$ cat src/core/adct_pkg.sv
// Package for the converter timing control: field codes, counts, carriers.
// Assumes a single 20 MHz clock and synchronous active-high reset.
package adct_pkg;
  localparam int CLK_HZ = 20000000;
  localparam int ADCT_CONV_BC = 40;
  localparam int ADCT_LOAD_CLKS = 2;
  localparam logic [9:0] ADCT_CODE_MIN = 10'h000;
  localparam logic [9:0] ADCT_CODE_MAX = 10'h3ff;
  localparam logic [15:0] ADCT_RESULT_RST = 16'h0000;
  localparam logic [1:0] ADCT_DIV_RST = 2'h0;
  localparam logic [1:0] ADCT_STC_RST = 2'h0;
  localparam int ADCT_DIV_W = 4;
  localparam int ADCT_BC_W = 7;

  typedef enum logic [1:0] {
    ADCT_IDLE = 2'b00,
    ADCT_SAMPLE = 2'b01,
    ADCT_CONVERT = 2'b11,
    ADCT_LOAD = 2'b10
  } adct_state_t;

  // Analog front end sample: comparator flags plus the raw code
  typedef struct packed {
    logic below_ref;
    logic above_ref;
    logic [9:0] code;
  } adct_ain_t;

  typedef struct packed {
    logic [1:0] basic_clock_divider_select;
    logic [1:0] sample_time_select;
  } adct_cfg_t;
endpackage

$ cat src/core/adct_bc_div.sv
// Basic clock divider: produces a one-cycle enable per basic clock period.
// Assumes the divider select is stable while a conversion runs.
`timescale 1ns/10ps
module adct_bc_div
  import adct_pkg::*;
(
  // Clock and reset
  input wire logic clk,
  input wire logic rst,
  // Control
  input wire logic run,
  input wire logic [1:0] basic_clock_divider_select,
  // Enable out
  output logic bc_tick
);
  logic [ADCT_DIV_W-1:0] cnt_q;
  logic [ADCT_DIV_W-1:0] cnt_d;
  logic [ADCT_DIV_W-1:0] last;

  // Code to terminal count; code 10 is the slowest, not 11
  function automatic logic [ADCT_DIV_W-1:0] div_last(input logic [1:0] s);
    case (s)
      2'h0: div_last = 4'h3;
      2'h1: div_last = 4'h1;
      2'h2: div_last = 4'hf;
      default: div_last = 4'h7;
    endcase
  endfunction

  assign last = div_last(basic_clock_divider_select);
  assign bc_tick = run && (cnt_q == last);
  assign cnt_d = (!run || bc_tick) ? 4'h0 : cnt_q + 4'h1;

  always_ff @(posedge clk)
  begin
    if (rst)
      cnt_q <= 4'h0;
    else
      cnt_q <= cnt_d;
  end

  a_tick_spacing: assert property (@(posedge clk) disable iff (rst)
    bc_tick && $stable(basic_clock_divider_select) |-> ##1 !bc_tick)
    else $error("basic clock tick repeated");
endmodule

$ cat src/core/adct_ctrl.sv
// Conversion timing control: sample, result determination, result load.
// Assumes the analog front end presents a stable code and range flags.
`timescale 1ns/10ps
module adct_ctrl
  import adct_pkg::*;
(
  // Clock and reset
  input wire logic clk,
  input wire logic rst,
  // Configuration and start
  input wire adct_cfg_t cfg,
  input wire logic start,
  // Analog front end
  input wire adct_ain_t ain,
  output logic sample_en,
  // Status and result
  output logic busy,
  output logic done,
  output logic [15:0] result
);
  adct_state_t state_q;
  adct_state_t state_d;
  adct_cfg_t cfg_q;
  adct_ain_t held_q;
  logic [ADCT_BC_W-1:0] bc_q;
  logic [ADCT_BC_W-1:0] bc_d;
  logic [15:0] result_q;
  logic done_q;
  logic load_q;
  logic bc_tick;
  logic run;
  logic [ADCT_BC_W-1:0] samp_last;
  logic samp_end;
  logic conv_end;
  logic [9:0] sat_code;
  logic [11:0] bc_per;
  logic [11:0] samp_cyc;

  function automatic logic [ADCT_BC_W-1:0] samp_len(input logic [1:0] s);
    case (s)
      2'h0: samp_len = 7'd7;
      2'h1: samp_len = 7'd15;
      2'h2: samp_len = 7'd31;
      default: samp_len = 7'd63;
    endcase
  endfunction

  // Basic clock period in CPU clocks, for the length checks only
  function automatic logic [4:0] div_fac(input logic [1:0] s);
    case (s)
      2'h0: div_fac = 5'd4;
      2'h1: div_fac = 5'd2;
      2'h2: div_fac = 5'd16;
      default: div_fac = 5'd8;
    endcase
  endfunction

  // Configuration frozen at start so the length stays fixed
  assign run = (state_q == ADCT_SAMPLE) || (state_q == ADCT_CONVERT);
  assign samp_last = samp_len(cfg_q.sample_time_select);
  assign samp_end = (state_q == ADCT_SAMPLE) && bc_tick && (bc_q == samp_last);
  assign conv_end = (state_q == ADCT_CONVERT) && bc_tick &&
    (bc_q == 7'(ADCT_CONV_BC - 1));
  assign sample_en = (state_q == ADCT_SAMPLE);
  assign busy = (state_q != ADCT_IDLE);
  assign done = done_q;
  assign result = result_q;
  assign sat_code = held_q.below_ref ? ADCT_CODE_MIN :
    held_q.above_ref ? ADCT_CODE_MAX : held_q.code;

  adct_bc_div u_div (
    .clk(clk),
    .rst(rst),
    .run(run),
    .basic_clock_divider_select(cfg_q.basic_clock_divider_select),
    .bc_tick(bc_tick)
  );

  always_comb
  begin
    state_d = state_q;
    bc_d = bc_q;
    case (state_q)
      ADCT_IDLE:
        if (start)
        begin
          state_d = ADCT_SAMPLE;
          bc_d = 7'd0;
        end
      ADCT_SAMPLE:
        if (samp_end)
        begin
          state_d = ADCT_CONVERT;
          bc_d = 7'd0;
        end
        else if (bc_tick)
          bc_d = bc_q + 7'd1;
      ADCT_CONVERT:
        if (conv_end)
          state_d = ADCT_LOAD;
        else if (bc_tick)
          bc_d = bc_q + 7'd1;
      ADCT_LOAD:
        // Two CPU clocks: this state plus the load edge
        state_d = load_q ? ADCT_IDLE : ADCT_LOAD;
      default:
        state_d = ADCT_IDLE;
    endcase
  end

  always_ff @(posedge clk)
  begin
    if (rst)
    begin
      state_q <= ADCT_IDLE;
      bc_q <= 7'd0;
      cfg_q <= '{ADCT_DIV_RST, ADCT_STC_RST};
      held_q <= '0;
      result_q <= ADCT_RESULT_RST;
      done_q <= 1'b0;
      load_q <= 1'b0;
    end
    else
    begin
      state_q <= state_d;
      bc_q <= bc_d;
      if (state_q == ADCT_IDLE && start)
        cfg_q <= cfg;
      if (state_q == ADCT_SAMPLE)
        held_q <= ain;
      load_q <= (state_q == ADCT_LOAD) && !load_q;
      if (state_q == ADCT_LOAD && load_q)
        result_q <= {6'h00, sat_code};
      done_q <= (state_q == ADCT_LOAD) && load_q;
    end
  end

  // Start to done: helper counter of CPU cycles
  logic [11:0] len_q;
  logic [11:0] len_exp;
  always_ff @(posedge clk)
  begin
    if (rst || (state_q == ADCT_IDLE))
      len_q <= 12'd0;
    else
      len_q <= len_q + 12'd1;
  end
  assign bc_per = 12'(div_fac(cfg_q.basic_clock_divider_select));
  assign samp_cyc = (12'(samp_last) + 12'd1) * bc_per - 12'd1;
  assign len_exp = (12'(samp_last) + 12'd1 + 12'(ADCT_CONV_BC)) * bc_per +
    12'(ADCT_LOAD_CLKS);

  // Convert phase counted apart from bc_q, so a wrong divider shows up
  logic [11:0] cvt_q;
  logic [11:0] cvt_exp;
  always_ff @(posedge clk)
  begin
    if (rst || (state_q != ADCT_CONVERT))
      cvt_q <= 12'd0;
    else
      cvt_q <= cvt_q + 12'd1;
  end
  assign cvt_exp = 12'(ADCT_CONV_BC) * bc_per - 12'd1;

  a_conv_length: assert property (@(posedge clk) disable iff (rst)
    done_q |-> len_q == len_exp)
    else $error("conversion length wrong");
  a_phase_order: assert property (@(posedge clk) disable iff (rst)
    state_q == ADCT_SAMPLE |=> state_q inside {ADCT_SAMPLE, ADCT_CONVERT})
    else $error("sample phase left wrongly");
  a_load_after: assert property (@(posedge clk) disable iff (rst)
    state_q == ADCT_CONVERT && state_d == ADCT_LOAD |-> ##3 done_q)
    else $error("result not loaded after conversion");
  a_sat_low: assert property (@(posedge clk) disable iff (rst)
    done_q && held_q.below_ref |-> result_q == 16'h0000)
    else $error("low saturation wrong");
  a_sat_high: assert property (@(posedge clk) disable iff (rst)
    done_q && held_q.above_ref && !held_q.below_ref |-> result_q == 16'h03ff)
    else $error("high saturation wrong");
  a_hold_input: assert property (@(posedge clk) disable iff (rst)
    state_q inside {ADCT_CONVERT, ADCT_LOAD} |=> $stable(held_q))
    else $error("input changed after sample");
  a_result_width: assert property (@(posedge clk) disable iff (rst)
    result_q[15:10] == 6'h00)
    else $error("result upper bits set");
  a_sample_len: assert property (@(posedge clk) disable iff (rst)
    samp_end |-> len_q == samp_cyc)
    else $error("sample length wrong");
  a_result_still: assert property (@(posedge clk) disable iff (rst)
    !done_q |=> $stable(result_q) || done_q)
    else $error("result changed outside load");
  a_conv_span: assert property (@(posedge clk) disable iff (rst)
    conv_end |-> cvt_q == cvt_exp)
    else $error("convert phase length wrong");
  a_load_two: assert property (@(posedge clk) disable iff (rst)
    state_q == ADCT_LOAD && !load_q |=> state_q == ADCT_LOAD)
    else $error("load phase too short");
  a_cfg_frozen: assert property (@(posedge clk) disable iff (rst)
    busy |=> $stable(cfg_q))
    else $error("setting changed during conversion");
  a_done_pulse: assert property (@(posedge clk) disable iff (rst)
    done_q |=> !done_q)
    else $error("done longer than one cycle");
  a_hold_sample: assert property (@(posedge clk) disable iff (rst)
    state_q == ADCT_SAMPLE |=> held_q == $past(ain))
    else $error("input not taken while sampling");
  a_result_code: assert property (@(posedge clk) disable iff (rst)
    done_q && !held_q.below_ref && !held_q.above_ref |->
    result_q == {6'h00, held_q.code})
    else $error("in-range code not passed through");

  c_conv: cover property (@(posedge clk) done_q);
  c_refused: cover property (@(posedge clk) busy && start);
  c_low: cover property (@(posedge clk) done_q && held_q.below_ref);
  c_high: cover property (@(posedge clk) done_q && held_q.above_ref);
  c_slow: cover property (@(posedge clk)
    done_q && cfg_q.basic_clock_divider_select == 2'h2);
endmodule

$ cat config.mk
export PLATFORM = sky130hd
export DESIGN_NAME = adct_ctrl
export DESIGN_NICKNAME = d
export VERILOG_FILES = /design/src/core/adct_pkg.sv /design/src/core/adct_bc_div.sv /design/src/core/adct_ctrl.sv
export SDC_FILE = /design/constraint.sdc
export NUM_CORES = 1
export LEC_CHECK = 0
export BUFFER_PORTS_ARGS = -buffer_cell sky130_fd_sc_hd__buf_2
export CORE_ASPECT_RATIO = 1.1
export CORE_MARGIN = 2
export CORE_UTILIZATION = 47
export DETAILED_ROUTE_END_ITERATION = 6
export GPL_TIMING_DRIVEN = 0
export PLACE_DENSITY_LB_ADDON = 0.08
export SLEW_MARGIN = 20
export SYNTH_ARGS = -nofsm -noshare
export SYNTH_HDL_FRONTEND = slang
export SYNTH_HIERARCHICAL = 1
export SYNTH_SLANG_ARGS = --single-unit
export TNS_END_PERCENT = 10
$ cat constraint.sdc
create_clock -name clk -period 2.8 [get_ports clk]
set_input_delay 0.14 -clock clk [delete_from_list [all_inputs] [get_ports clk]]
set_output_delay 0.14 -clock clk [all_outputs]
set_load 0.01 [all_outputs]
==> flow_summary_export.csv <==
group,metric,value,unit
status,status,"complete, no violations",
layout,fin_util,0.5944,
drt,drt_first_pass_iters,4,
yosys,synth_top_area_cell,"dfxtp_1",
floorplanning,die_h,69.50,um
clock_network,cts_max_level,2,
power,p_seq_frac,0.504,
sta,slew_headroom,0.4364,
critical_path,cpMaxStageDelayCell,"or4b_1",
power,ir_drop,0.0003503,V
placement,gp_congestion,0.8549,
power,cell_internal_pwr,0.0009338,W
critical_path,crit_buf_inv,0,
placement,hpwl,2.632,mm
yosys,synth_edf_count,0,
critical_path,worst_setup_path_start_kind,"flop",
yosys,yosys-top-cells-area,"dfxtp_1, nand2_1, nor2_1, a21oi_1, o21ai_0",
power,p_per_area,553.9,nW/um2
yosys,synth_compound_area_frac,0.1324,
drt,wl_per_cell,11.30,um
power,power_leakage,0.8907,nW
clock_network,clk_latency,0.30,ns
clock_network,ctsRootBufferMaster,"clkbuf_8",
layout,register_area,820.8,um2
yosys,netlist_area,1833,um2
drt,routed_wl,3.514,mm
yosys,synth_mux_area_frac,0.02184,
yosys,synth-simple-area-share,0.2737,
layout,num_antenna_cells,0,
grt,grt_pass1_vias,1364,
sta,fmax,427.4,MHz
clock_network,post_cts_buffers,0,
power,total_power,0.001213,W
yosys,synth_seq_cells,41,
drt,drc_errors,0,
critical_path,worst-endpoint-required,2.98,ns
floorplanning,core_region_area,3684,um2
sta,min_period_over_period,0.8356,
sta,tightestPinTransition,0.8415,ns
sta,maxSlewViolCount,0,
worst_hold_path,hold_class,"in -> reg",
yosys,synthAdderAreaFrac,0.01365,
power,power_frac_comb,0.085,
critical_path,crit_fanout,8,
sta,fin_skew,0.007306,ns
critical_path,cp.arrival,2.52,ns
clock_network,clk_pin_slew,0.08,ns
yosys,yosys.area_share.xor_xnor,0.03823,
power,netSwitchingPower,0.0002791,W
placement,dp_worst_setup_slack,0.4879,ns
yosys,synthDistinctLibCells,46,
drt,antenna_left,0,
critical_path,critPathMaxStageDelay,0.54,ns
power,clock_power_share,0.411,
layout,multi_input_area,902.1,um2
critical_path,crit_path_cell_trace,"or4b_1 -> o32ai_2 -> o21a_1 -> and4b_1 -> nand3_1 -> nand3b_1 -> xor2_1 -> nor2_1",
flow_run,maxCapViolations,0,
clock_network,holdBufCountCts,0,
yosys,synth_top_family_by_area,"simple AND/OR/NAND/NOR gates",
floorplanning,die_w,63.55,um
yosys,syn_inst,217,
layout,drive_gt1_frac,0.2222,
grt,grt_pass1_wl,5.947,mm
sta,fin_setup_tns,0,ns
yosys,synthArstFlopShare,0,
sta,fin_hold_ws,0.07368,ns
yosys,synth_top_area_frac,0.4478,
clock_network,cts_made_buffers,5,
floorplanning,start_util,0.4976,
grt,grt_max_degree,14,
drt,drtIter0Drc,65,
clock_network,cts_tree,"built",
layout,nFillCells,375,
clock_network,cts.sinks,41,
grt,gr-usage-all-layers,0.1663,
grt,overflow,0,
clock_network,cts.repair.resized,0,
critical_path,end_kind,"flop",
yosys,syn_area_per_cell,8.447,um2
clock_network,clockBufferDepth,2,
floorplanning,dieArea,4416,um2
sta,timing.final.ws_setup,0.4603,ns
drt,viasPerCell,4.926,
yosys,synthFlopType,"dfxtp_1",
placement,portBuffers,31,
floorplanning,num_rows,23,
layout,final_nets,281,
grt,antenna_found_initial,0,
sta,rsz0062_at_grt,"no",
sta,finalCriticalPeriod,2.340,ns
layout,area_growth,19.45,%
yosys,seq_area_frac_synth,0.4478,
sta,setup_viol,0,
critical_path,critical-path-top-delay-family,"simple AND/OR/NAND/NOR gates",
drt,vias,1532,
critical_path,crit_type,"reg -> reg",
sta,final_hold_viol_count,0,
floorplanning,io_pins,38,
yosys,ys_warn_count,6,
power,p_sw_frac,0.2301,
[sequential cells by signal, indices dropped and copies added, names as in the netlist]
signal	flops
bc_q	7
load_q	1
state_q	2
done	1
u_div/cnt_q	4
cfg_q	4
held_q	12
result	10
[routing by layer]
metal  part of all wire  up-vias  GRT usage
met1               0.48      682     0.2100
li1                   -      816          -
met5                  0        -          0
met2               0.46       27     0.2620
met4              0.020        0    0.08696
met3              0.041        7    0.03896
[cell usage in the layout (no fill, tap or decap), drive strengths merged, types with 2 or more instances in the layout]
master / synthesis / layout
ha: 2 / 2
nor2: 25 / 25
or2b: 2 / 2
clkbuf: 7 / 13
xnor2: 3 / 3
mux2i: 4 / 4
or4b: 2 / 2
inv: 4 / 4
nand4: 4 / 4
buf: 9 / 40
xor2: 5 / 5
conb: 1 / 6
nand2b: 3 / 3
nor4: 5 / 5
nand3: 8 / 8
or3: 3 / 3
nand2: 38 / 38
and2: 2 / 2
dfxtp: 41 / 41
nand3b: 2 / 2
a21oi: 16 / 16
o21ai: 15 / 15
[cells in the mapped netlist (all sizes together) (2+ instances only)]
cell    number
nand4        4
nand3b       2
and2         2
or4b         2
nor2        25
a21oi       16
nand3        8
clkbuf       7
o21ai       15
ha           2
buf          9
nand2       38
xor2         5
xnor2        3
nand2b       3
inv          4
or2b         2
or3          3
dfxtp       41
nor4         5
mux2i        4
[power groups by stage]
stage / logic [W] / registers [W] / clock network (W)
2_1_floorplan: 0.0000744 / 0.000622 / 0
3_3_place_gp: 0.000103 / 0.000625 / 0
3_5_place_dp: 0.000103 / 0.000625 / 0
4_1_cts: 0.000104 / 0.000612 / 0.000511
5_1_grt: 0.000117 / 0.000614 / 0.000530
6_report: 0.000103 / 0.000612 / 0.000499
[path summary, 6_finish.rpt]
kind	startpoint	to	slack [ns]	cells after the start
hold / removal	ain[7]	held_q[7]	0.07	3
setup reg to reg	u_div/cnt_q[2]	bc_q[3]	0.46	8
hold reg to reg	result[2]	result[2]	0.45	2
setup / recovery	u_div/cnt_q[2]	bc_q[3]	0.46	8
[layout make-up]
cell class,count,area share
Multi-Input combinational cell,161,0.4120
Sequential cell,41,0.3749
Timing Repair Buffer,31,0.07086
Clock buffer,6,0.03771
Clock inverter,2,0.01714
Tap cell,50,0.02857
Buffer,16,0.05200
Inverter,4,0.006857
[worst reg2reg max path: stages, from the launching register on]
cell and delay, ns:
dfxtp_1 0.36, or4b_1 0.54, o32ai_2 0.20, o21a_1 0.34, and4b_1 0.28, nand3_1 0.15
nand3b_1 0.14, xor2_1 0.17, nor2_1 0.05
[cell families (layout without fill, tap and decap cells)]
| kind of cell | after synthesis | after routing |
|---|---|---|
| DFF | 41 | 41 |
| muxes | 4 | 4 |
| buffers and inverters | 20 | 59 |
| adders and majority gates | 2 | 2 |
| AOI/OAI and AO/OA | 39 | 39 |
| and+or+nand+nor | 102 | 102 |
| xor gates and xnor gates | 8 | 8 |
| other | 1 | 6 |
[through the flow]
stage          cells  area, um2
4_1_cts          311       2190
5_1_grt          311       2190
2_1_floorplan    222       1852
6_report         311       2190
3_5_place_dp     303       2069
3_3_place_gp     303       2069
No activity file was read; power rests on OpenSTA's default activity.
